`config.mk`:
```
export PLATFORM = sky130hd
export DESIGN_NAME = flash_clkdiv_opts
export DESIGN_NICKNAME = d
export VERILOG_FILES = /design/src/hw/flash_ctl_pkg.sv /design/src/hw/flash_clkdiv_opts.sv
export SDC_FILE = /design/constraint.sdc
export NUM_CORES = 1
export LEC_CHECK = 0
export BUFFER_PORTS_ARGS = -buffer_cell sky130_fd_sc_hd__buf_2
export CORE_MARGIN = 5
export CORE_UTILIZATION = 47
export DETAILED_ROUTE_END_ITERATION = 10
export HOLD_SLACK_MARGIN = 0.15
export PLACE_DENSITY = 0.77
export SYNTH_ARGS = -nofsm -noshare
export SYNTH_HDL_FRONTEND = slang
export SYNTH_SLANG_ARGS = --single-unit
export TNS_END_PERCENT = 5
```
`constraint.sdc`:
```
create_clock -name core_clk_in -period 2.1 [get_ports core_clk_in]
set_clock_uncertainty 0.05 [all_clocks]
set_input_delay 0.315 -clock core_clk_in [delete_from_list [all_inputs] [get_ports core_clk_in]]
set_output_delay 0.315 -clock core_clk_in [all_outputs]
set_load 0.01 [all_outputs]
```
`src/hw/flash_ctl_pkg.sv`:
```
// Constants, field layout and state types for the flash clock divider and options block
// Contract
// - Divider-loaded flag, bit 7, is read-only; reset clears it, first write sets it.
// - Lower seven divider bits are always readable but take one write per reset.
// - Program and erase are refused until the divider-loaded flag is set.
// - Prescale bit 6 selects bus clock, or bus clock divided by eight.
// - Selected clock is divided by divisor field plus one into the timing clock.
// - Each timing pulse is one timing clock period; operations use whole pulses.
// - Nine byte registers; three are copied from nonvolatile bytes at reset. Here: five registers, only options is copied.
// - Options register is loaded from the nonvolatile options byte during reset.
// - Options bits 5 down to 2 always read zero.
// - Options register is always readable; writes change nothing.
// - With key enable bit 7 clear, the backdoor key never disengages security.
// - Enabled, matching eight key bytes written in order unsecure until reset.
// - Debug commands cannot write key comparison values; only firmware may.
// - Options bit 6 set disables vector redirection; clear leaves it enabled.
// - Security code 10 means unsecured; 00, 01 and 11 mean secured.
// - While secured, memory contents are blocked from unsecured sources and debug. Here the gate checks only mem_unsecured_src_in, not dbg_source_in.
// - Security code becomes 10 after key success or an all-blank check.
// - Blocked memory accesses discard writes and read as all zeros.
package flash_ctl_pkg;
    localparam int ADDR_W = 8;
    localparam logic [ADDR_W-1:0] CLK_DIV_OFS = 8'h00;
    localparam logic [ADDR_W-1:0] OPTIONS_OFS = 8'h04;
    localparam logic [ADDR_W-1:0] KEY_CTRL_OFS = 8'h08;
    localparam logic [ADDR_W-1:0] KEY_DATA_OFS = 8'h0c;
    localparam logic [ADDR_W-1:0] STATUS_OFS = 8'h10;

    localparam int DIV_LOADED_BIT = 7;
    localparam int PRESCALE_BIT = 6;
    localparam int KEY_EN_BIT = 7;
    localparam int REDIR_DIS_BIT = 6;
    localparam logic [7:0] OPT_UNUSED_MASK = 8'h3c;
    localparam logic [1:0] SEC_UNSECURED = 2'h2;
    localparam int KEY_ACCESS_BIT = 0;
    localparam int ST_SECURED_BIT = 0;
    localparam int ST_BUSY_BIT = 1;
    localparam int ST_RATE_OK_BIT = 2;
    localparam int ST_KEY_ACCESS_BIT = 3;

    localparam logic [2:0] PRESCALE_LAST = 3'h7;
    localparam int PRESCALE_SHIFT = 3;
    localparam logic [3:0] KEY_BYTES = 4'h8;

    localparam int CLK_HZ = 40_000_000;
    localparam int TIMING_MAX_KHZ = 200;
    localparam int TIMING_MIN_KHZ = 150;
    // Shortest allowed period rounds up, longest rounds down
    localparam int PERIOD_MIN_CYC = (CLK_HZ + TIMING_MAX_KHZ * 1000 - 1) / (TIMING_MAX_KHZ * 1000);
    localparam int PERIOD_MAX_CYC = CLK_HZ / (TIMING_MIN_KHZ * 1000);

    typedef struct packed {
        logic psel;
        logic penable;
        logic pwrite;
        logic [ADDR_W-1:0] paddr;
        logic [31:0] pwdata;
    } apb_req_t;

    typedef struct packed {
        logic pready;
        logic [31:0] prdata;
        logic pslverr;
    } apb_rsp_t;

    typedef struct packed {
        logic div_loaded;
        logic prescale;
        logic [5:0] divisor;
        logic [7:0] options;
        logic secured;
        logic key_access;
        logic [63:0] key_buf;
        logic [3:0] key_count;
        logic [2:0] pre_cnt;
        logic [5:0] div_cnt;
        logic timing_tick;
        logic pe_busy;
        logic [7:0] pe_left;
        logic pe_done;
        logic pe_refused;
        logic [7:0] mem_rdata;
        logic mem_wr_en;
        apb_rsp_t rsp;
    } state_t;
endpackage

```
`src/hw/flash_clkdiv_opts.sv`:
```
// Flash timing clock divider, options register, backdoor key and secure memory gate
//
// Design decisions made here: register access over APB and the register addresses.
`timescale 1ns/10ps
module flash_clkdiv_opts
    import flash_ctl_pkg::*;
(
    input wire logic core_clk_in,
    input wire logic rst_b_in,
    input wire apb_req_t apb_in,
    input wire logic dbg_source_in,
    output apb_rsp_t apb_out,
    input wire logic [7:0] nonvolatile_options_byte_in,
    input wire logic [63:0] stored_backdoor_key_in,
    input wire logic blank_check_pass_in,
    input wire logic pe_req_in,
    input wire logic [7:0] pe_pulses_in,
    output logic pe_busy_out,
    output logic pe_done_out,
    output logic pe_refused_out,
    output logic flash_timing_clock_out,
    output logic prog_erase_enabled_out,
    output logic backdoor_key_enable_out,
    output logic vector_redirect_disable_out,
    output logic secured_out,
    input wire logic mem_unsecured_src_in,
    input wire logic mem_wr_req_in,
    input wire logic [7:0] mem_rdata_in,
    output logic mem_wr_en_out,
    output logic [7:0] mem_rdata_out
);
    state_t s_q;
    state_t s_d;

    // Bus cycles in one timing clock period for a given setting
    function automatic logic [9:0] period_cycles(input logic pre, input logic [5:0] div);
        logic [9:0] base;
        base = {4'h0, div} + 10'h001;
        period_cycles = pre ? (base << PRESCALE_SHIFT) : base;
    endfunction

    function automatic logic secure_code(input logic [1:0] code);
        secure_code = (code != SEC_UNSECURED);
    endfunction

    logic setup_ph;
    logic access_ph;
    logic wr_ph;
    logic [9:0] period_now;
    logic rate_ok;
    logic pre_step;
    logic key_match;
    logic blocked;

    always_comb begin
        setup_ph = apb_in.psel && !apb_in.penable;
        access_ph = apb_in.psel && apb_in.penable && s_q.rsp.pready;
        wr_ph = access_ph && apb_in.pwrite;
        period_now = period_cycles(s_q.prescale, s_q.divisor);
        rate_ok = s_q.div_loaded && (period_now >= 10'(PERIOD_MIN_CYC))
            && (period_now <= 10'(PERIOD_MAX_CYC));
        pre_step = !s_q.prescale || (s_q.pre_cnt == PRESCALE_LAST);
        key_match = (s_q.key_count == KEY_BYTES) && (s_q.key_buf == stored_backdoor_key_in);
        blocked = s_q.secured && mem_unsecured_src_in;
    end

    always_comb begin
        s_d = s_q;
        if (!rst_b_in) begin
            s_d = '0;
            // Options are copied in while reset is held
            s_d.options = nonvolatile_options_byte_in & ~OPT_UNUSED_MASK;
            s_d.secured = secure_code(nonvolatile_options_byte_in[1:0]);
        end else begin
            // Timing clock: optional divide by eight, then divide by divisor plus one
            s_d.timing_tick = 1'b0;
            if (!s_q.div_loaded) begin
                s_d.pre_cnt = '0;
                s_d.div_cnt = '0;
            end else begin
                s_d.pre_cnt = s_q.prescale ? s_q.pre_cnt + 3'h1 : 3'h0;
                if (pre_step) begin
                    if (s_q.div_cnt == s_q.divisor) begin
                        s_d.div_cnt = '0;
                        s_d.timing_tick = 1'b1;
                    end else begin
                        s_d.div_cnt = s_q.div_cnt + 6'h01;
                    end
                end
            end

            // Program and erase sequencing in whole timing pulses
            s_d.pe_done = 1'b0;
            s_d.pe_refused = 1'b0;
            if (s_q.pe_busy && s_q.timing_tick) begin
                if (s_q.pe_left <= 8'h01) begin
                    s_d.pe_busy = 1'b0;
                    s_d.pe_done = 1'b1;
                end else begin
                    s_d.pe_left = s_q.pe_left - 8'h01;
                end
            end
            if (pe_req_in) begin
                // Key entry owns the key locations, so commands are refused while it is open
                if (!s_q.div_loaded || s_q.pe_busy || s_q.key_access) begin
                    s_d.pe_refused = 1'b1;
                end else begin
                    s_d.pe_busy = 1'b1;
                    s_d.pe_left = pe_pulses_in;
                end
            end

            // Register writes take effect at the access edge only
            if (wr_ph) begin
                case (apb_in.paddr)
                    CLK_DIV_OFS: begin
                        if (!s_q.div_loaded) begin
                            s_d.div_loaded = 1'b1;
                            s_d.prescale = apb_in.pwdata[PRESCALE_BIT];
                            s_d.divisor = apb_in.pwdata[5:0];
                        end
                    end
                    KEY_CTRL_OFS: begin
                        if (apb_in.pwdata[KEY_ACCESS_BIT] && !s_q.key_access) begin
                            s_d.key_access = 1'b1;
                            s_d.key_count = '0;
                            s_d.key_buf = '0;
                        end else if (!apb_in.pwdata[KEY_ACCESS_BIT] && s_q.key_access) begin
                            s_d.key_access = 1'b0;
                            if (s_q.options[KEY_EN_BIT] && s_q.secured && key_match) begin
                                s_d.options[1:0] = SEC_UNSECURED;
                                s_d.secured = 1'b0;
                            end
                        end
                    end
                    KEY_DATA_OFS: begin
                        // Debug writes never reach the comparison buffer
                        if (s_q.key_access && !dbg_source_in) begin
                            if (s_q.key_count < KEY_BYTES) begin
                                s_d.key_buf[{s_q.key_count[2:0], 3'h0} +: 8] = apb_in.pwdata[7:0];
                            end
                            // A ninth byte spoils the match until key access restarts
                            if (s_q.key_count <= KEY_BYTES) begin
                                s_d.key_count = s_q.key_count + 4'h1;
                            end
                        end
                    end
                    default: begin
                        // Options and status ignore writes
                        s_d.options = s_q.options;
                    end
                endcase
            end

            if (blank_check_pass_in) begin
                s_d.options[1:0] = SEC_UNSECURED;
                s_d.secured = 1'b0;
            end

            // Secure memory gate
            s_d.mem_rdata = blocked ? 8'h00 : mem_rdata_in;
            s_d.mem_wr_en = mem_wr_req_in && !blocked;

            // Bus answer is prepared in the setup cycle, zero wait states
            s_d.rsp.pready = setup_ph;
            s_d.rsp.pslverr = 1'b0;
            s_d.rsp.prdata = '0;
            if (setup_ph) begin
                case (apb_in.paddr)
                    CLK_DIV_OFS: s_d.rsp.prdata[7:0] = {s_q.div_loaded, s_q.prescale, s_q.divisor};
                    OPTIONS_OFS: s_d.rsp.prdata[7:0] = s_q.options & ~OPT_UNUSED_MASK;
                    KEY_CTRL_OFS: s_d.rsp.prdata[KEY_ACCESS_BIT] = s_q.key_access;
                    KEY_DATA_OFS: s_d.rsp.prdata = '0;
                    STATUS_OFS: begin
                        s_d.rsp.prdata[ST_SECURED_BIT] = s_q.secured;
                        s_d.rsp.prdata[ST_BUSY_BIT] = s_q.pe_busy;
                        s_d.rsp.prdata[ST_RATE_OK_BIT] = rate_ok;
                        s_d.rsp.prdata[ST_KEY_ACCESS_BIT] = s_q.key_access;
                    end
                    default: s_d.rsp.pslverr = 1'b1;
                endcase
            end
        end
    end

    always_ff @(posedge core_clk_in) begin
        s_q <= s_d;
    end

    always_comb begin
        apb_out = s_q.rsp;
        pe_busy_out = s_q.pe_busy;
        pe_done_out = s_q.pe_done;
        pe_refused_out = s_q.pe_refused;
        flash_timing_clock_out = s_q.timing_tick;
        prog_erase_enabled_out = s_q.div_loaded;
        backdoor_key_enable_out = s_q.options[KEY_EN_BIT];
        vector_redirect_disable_out = s_q.options[REDIR_DIS_BIT];
        secured_out = s_q.secured;
        mem_wr_en_out = s_q.mem_wr_en;
        mem_rdata_out = s_q.mem_rdata;
    end

    // Helper logic for checking tick spacing
    logic [9:0] gap_q;
    logic seen_tick_q;
    always_ff @(posedge core_clk_in) begin
        if (!rst_b_in) begin
            gap_q <= '0;
            seen_tick_q <= 1'b0;
        end else if (s_q.timing_tick) begin
            gap_q <= '0;
            seen_tick_q <= 1'b1;
        end else begin
            gap_q <= gap_q + 10'h001;
        end
    end

    logic div_wr;
    logic ctrl_clear_wr;
    always_comb begin
        div_wr = wr_ph && (apb_in.paddr == CLK_DIV_OFS);
        ctrl_clear_wr = wr_ph && (apb_in.paddr == KEY_CTRL_OFS)
            && !apb_in.pwdata[KEY_ACCESS_BIT];
    end
endmodule

```
After elaboration in Yosys (flattened, before gate mapping)
Cells that the tools add are included.
{"block": "totals", "output_inout_bits": 51, "in_bits": 138, "wordCells": 133, "reg_bits": 146}
{"block": "op_classes", "n_addsub": 6, "bitwise": 2, "shift": 2, "n_lt_le_gt_ge": 5, "reduce_logical": 42, "n_mux": 36, "eq_ne": 18}
{"cell": "142-bit 2-to-1 mux", "n": 1}
{"cell": "68-bit 2-to-1 mux", "n": 2}
{"cell": "68-bit one-hot mux with 2 select lines", "n": 1}
{"cell": "72-bit 2-to-1 mux", "n": 1}
{"cell": "64-bit bitwise mux", "n": 1}
{"cell": "64-bit equality test", "n": 1}
{"cell": "64-bit 2-to-1 mux", "n": 1}
{"cell": "8-bit by 8-bit variable shift with 64-bit output (first input constant)", "n": 1}
{"cell": "8-bit by 8-bit variable part select with 64-bit output", "n": 1}
{"cell": "9-bit 2-to-1 mux", "n": 4}
{"cell": "10-bit 2-to-1 mux", "n": 2}
{"cell": "8-bit by 4-bit equality test with 1-bit output (second input constant)", "n": 2}
{"cell": "8-bit 2-to-1 mux", "n": 2}
{"cell": "1-bit logical AND", "n": 15}
{"cell": "5-bit AND reduction", "n": 3}
{"cell": "3-bit 2-to-1 mux", "n": 4}
{"cell": "3-bit by 1-bit inequality test with 1-bit output (second input constant)", "n": 4}
{"cell": "3-bit AND reduction", "n": 4}
{"cell": "10-bit by 8-bit >= comparator with 1-bit output (second input constant)", "n": 1}
{"cell": "10-bit by 9-bit <= comparator with 1-bit output (second input constant)", "n": 1}
{"cell": "2-bit inequality test (second input constant)", "n": 5}
{"cell": "2-bit AND reduction", "n": 5}
{"cell": "3-bit one-hot mux with 3 select lines", "n": 1}
{"cell": "8-bit by 3-bit equality test with 1-bit output (second input constant)", "n": 1}
{"cell": "other kinds (28)", "n": 47}

Logic depth before layout (Yosys ltp)
{"block": "logic_depth", "word_depth": 10, "mapped_depth": 9, "ltp_nobuf": 8}

Worst setup path before layout
No wires, ideal clock.
{"block": "synth_path", "path_kind": "input -> register", "from": "input apb_in[37] (netlist bit)", "to": "register s_q[100] (netlist bit)", "t_arrival_ns": 1.941, "n_path_buf": 1, "setup_time_ns": 0.128, "required_ns": 1.922, "path_slack_ns": -0.019, "path_stages": 7, "path_cell_list": "nor4_4 -> nand3_2 -> or3_1 -> buf_6 -> nor3_4 -> mux2i_1 -> nor2_1"}
{"block": "synth_via", "elab_chain_cells": 3, "word_cells_on_any_way": 8, "cone_classes": "5 x eq/ne; 1 x mux; 2 x reduce/logical"}
{"element": "from (decl)", "line_no": "flash_clkdiv_opts.sv:10", "source": "input wire apb_req_t apb_in,"}
{"element": "8-bit by 4-bit equality test with 1-bit output", "line_no": "flash_clkdiv_opts.sv:115", "source": "case (apb_in.paddr)"}
{"element": "2-bit inequality test (no line) / 2-bit nonzero test (equally long branches)"}
{"element": "5-bit AND reduction (no line)"}
{"element": "to (signal assigned)", "line_no": "flash_clkdiv_opts.sv:187", "source": "s_q <= s_d;"}
{"element": "to (decl)", "line_no": "flash_clkdiv_opts.sv:32", "source": "state_t s_q;"}
Parallel ways exist; a longest one is shown, timed or not.
A chain may end at the register's enable or synchronous reset.

Worst setup path in the final report
{"block": "layout_path", "from": "register s_q[89] (netlist bit)", "to": "register s_q[134] (netlist bit), enable pin"}
{"block": "layout_via", "elab_chain_cells": 5}
{"element": "64-bit equality test", "line_no": "flash_clkdiv_opts.sv:63", "source": "key_match = (s_q.key_count == KEY_BYTES) && (s_q.key_buf == stored_backdoor_key_in);"}
{"element": "1-bit logical AND", "line_no": "flash_clkdiv_opts.sv:63"}
{"element": "1-bit logical AND", "line_no": "flash_clkdiv_opts.sv:130", "source": "if (s_q.options[KEY_EN_BIT] && s_q.secured && key_match) begin"}
{"element": "3-bit by 1-bit inequality test with 1-bit output (no line)"}
{"element": "5-bit AND reduction (no line)"}
Every way passes these cells.

==> summary.md <==
| Metric | Value |
|---|---|
| Synthesis Warnings | `0` |
| # nets final | `998` |
| Final wirelength | `16,200 um` |
| Int Power | `roughly 4.5 mW` |
| Setup CP Type | `reg -> reg` |
| Num CTS Buffers | `17` |
| Crit Reg-Reg Startpoint | `s_q[89]` |
| Clk pwr share | `~52%` |
| CP endpoint kind | `flip-flop` |
| Area leader, netlist | `dfxtp_1` |
| Wire length of the first global-routing pass | `approximately 25,000 um` |
| Yosys cell types | `51` |
| Async S/R FF share, synth | `0%` |
| Post-synth top area share | `around two fifths` |
| #FFs+latches synth | `122` |
| Worst EP required | `about 2.2 ns` |
| Synthesized area | `6070 sq um` |
| RD Place Congestion | `around 0.85` |
| Fmax | `about 480 MHz` |
| Die height | `about 120 um` |
| Slew Viols, Final | `0` |
| Vias in the first global route | `5,018` |
| Worst slew margin | `a little under three fifths` |
| Critical Path, Cell by Cell | `xor2_1 > nor4_2 > buf_4 > nand4_1 > nor4_2 > nand4_1 > nand2_2` |
| DR DRC count | `0` |
| Via density | `approximately 5` |
| # fillers | `around 1,000` |
| Max Root-Sink Buffers | `2` |
| H-tree levels | `4` |
| Most used DFF post-synth | `dfxtp_1` |
| Clk pin slew, worst setup/hold paths | `approximately 0.05 ns` |
| Seq/Total Area, Yosys | `41.0%` |
| Die ar. | `~15,000 sq um` |
| Register area | `approximately 2500 sq um` |
| Root Driver | `clkbuf_16` |
| Leading post-synthesis cells by cell area | `dfxtp_1 39%, mux2i_1 8.9%, xnor2_1 7.4%` |
| DIE WIDTH | `around 120 um` |
| Setup crit start | `s_q[89]` |
| Avg Cell Area, Syn | `8.92 sq um` |
| Initial antenna violation count | `0` |
| Worst Hold Class | `in -> reg` |
| # port buffers | `136` |
| Syn-to-layout area delta | `29.9%` |
| PwrDens | `734 nW/um^2` |
| Reg power frac | `around two fifths` |
| Diode count | `0` |
| Max Cap Viol | `0` |
| Synthesized instance count | `681` |
| Fraction of layout instances using a drive strength above 1 | `roughly 28%` |
| Combinational share of power | `under 10%` |
| Sw frac | `a little over a fifth` |
| Final core occ | `between 60 and 70%` |
| Initial Utilization | `around 48%` |
| Pwr Total | `between 5 and 6 mW` |
| Drt first pass iters | `5` |
| Std cell rows | `41` |
| Grt ovf | `0` |
| Multi-input logic area | `3250 sq um` |
| ANT nets after route | `0` |
| Top Family by Delay on Critical Path | `simple AND/OR/NAND/NOR gates` |
| Drt initial violations | `between 300 and 400` |
| Final Setup Violations | `0` |
| WP data arrival | `between 2 and 2.5 ns` |
| IO Count | `between 150 and 200` |
| Total track usage | `a little over a fifth` |
| Tmin final | `between 2 and 2.5 ns` |
| Wire per inst | `15.6 um` |
| Worst Max-Slew Pin Slew | `roughly 0.64 ns` |
| VDD IR-drop max | `around 0.00071 V` |
| Final HPWL DP | `approximately 11,000 um` |
| NetSw | `around 1.3 mW` |
| CP peak stage delay | `around 0.32 ns` |
| Critical-path maximum fanout | `3` |
| Worst setup SP type | `flip-flop` |
| Status | `completed` |
| Fin. Hold Viols | `0` |
| Total clock sinks | `around 120` |
| Fin crit share | `between 90% and 100%` |
| Via Count | `about 5,300` |
| EDFF count, synth | `5` |
| Worst Path Buf+Inv | `1` |
| Clk Latency, worst-skew pair | `roughly 0.42 ns` |
| Pin count of the biggest net entering global routing | `between 40 and 50` |
| Core area | `12,600 sq um` |
| TritonCTS clock tree | `done` |
| CP max-delay cell | `dfxtp_1` |
| P_leak | `between 3 and 4 nW` |
| Hold path startpoint | `nonvolatile_options_byte_in[1]` |
| RSZ-0062 raised after global routing | `true` |
## sequential cells by signal, indices dropped and copies added (netlist names)
name / flops
pe_refused_out: 1
pe_busy_out: 1
backdoor_key_enable_out: 1
apb_out: 10
s_q: 95
flash_timing_clock_out: 1
mem_rdata_out: 8
pe_done_out: 1
vector_redirect_disable_out: 1
secured_out: 1
prog_erase_enabled_out: 1
mem_wr_en_out: 1
## synth_stat cells (3+ instances only)
cell / number
o21ai_0: 5
edfxtp_1: 5
or3_1: 6
and3_1: 3
a211oi_1: 4
a21oi_1: 31
nor3_2: 3
nor2_1: 89
buf_4: 42
mux2i_1: 54
a2bb2oi_1: 4
inv_1: 13
dfxtp_1: 117
nand3_1: 11
clkbuf_1: 25
ha_1: 11
nand3b_1: 4
and2_1: 13
nor2b_1: 4
xnor2_1: 51
nor3b_1: 3
nand4_1: 19
nor4_1: 13
nand2_1: 71
a22oi_1: 3
xor2_1: 33
nor3_1: 10
buf_1: 4
## final cells by class
type | instances | area share [%]
multi-input combinational | 495 | 41.3
sequential | 122 | 31.7
timing repair buffer | 200 | 15.8
clock buffer | 22 | 6.14
tap | 172 | 2.73
clock inverter | 10 | 1.76
inverter | 13 | 0.619
## path summary, 6_finish.rpt
check | cells past startpoint | to | slack (ns)
setup / recovery | 7 | s_q[134] | 0.01
setup reg to reg | 7 | s_q[134] | 0.01
hold / removal | 2 | secured_out | 0.17
hold reg to reg | 1 | s_q[61] | 0.38
## power by group through the flow
stage          clock network (mW)  registers [mW]  logic (mW)
6_report                     3.03            2.36       0.395
5_1_grt                      3.19            2.36       0.429
4_1_cts                      3.07            2.36       0.388
3_5_place_dp                    0            2.41       0.357
3_3_place_gp                    0            2.41       0.352
2_1_floorplan                   0            2.41       0.204
## routing by layer
metal / track usage, % / part of all wire [%] / vias to the layer above
li1: - / - / 2574
met1: 27.7 / 43 / 2444
met2: 34.0 / 46 / 212
met3: 5.27 / 7.7 / 41
met4: 7.89 / 3.0 / 0
met5: 0 / 0 / -
## metrics by stage
stage	setup slack (ns)	instances	cell area, sq um	setup TNS (ns)	hold WS, ns
6_report	0.0130	1034	7890	0	0.169
4_1_cts	0.000843	1032	7800	0	0.152
3_3_place_gp	-0.165	981	6960	-4.09	0.370
5_1_grt	-0.0660	1034	7890	-0.433	0.170
2_1_floorplan	-0.000980	704	6160	-0.00980	0.354
3_5_place_dp	-0.207	981	6960	-4.76	0.377
## what timing repair did
item	in CTS	in global routing
hold endpoints to repair	19	0
pin swaps	3	9
endpoints found under the setup margin	5	35
buffers inserted	0	2
gates cloned	0	0
hold buffers	19	0
resized for setup	5	17
## cells in the final DEF, fill, tap and decap left out, drive strengths merged, types with 4 or more instances in the layout
cell type	instances
buf	181
dfxtp	117
nor2	89
nand2	71
mux2i	54
xnor2	51
xor2	33
a21oi	31
conb	24
clkbuf	22
nand4	19
dlygate4sd3	19
nor3	15
nor4	15
inv	14
and2	13
nand3	12
ha	11
or3	6
o21ai	5
edfxtp	5
nor2b	4
nand3b	4
a211oi	4
a2bb2oi	4
clkinv	4
## cells by family (layout without fill, tap and decap cells)
family | Yosys count | in the layout | synth area share, %
xor gates and xnor gates | 84 | 84 | 12.1
other | 1 | 24 | 0.0618
muxes | 54 | 54 | 8.90
buffers and inverters | 87 | 245 | 8.14
adders and majority gates | 12 | 12 | 2.43
DFF | 122 | 122 | 41.0
AOI/OAI and AO/OA | 59 | 59 | 5.93
and+or+nand+nor | 262 | 262 | 21.4
Note: power is estimated with default switching activity, not from simulation.
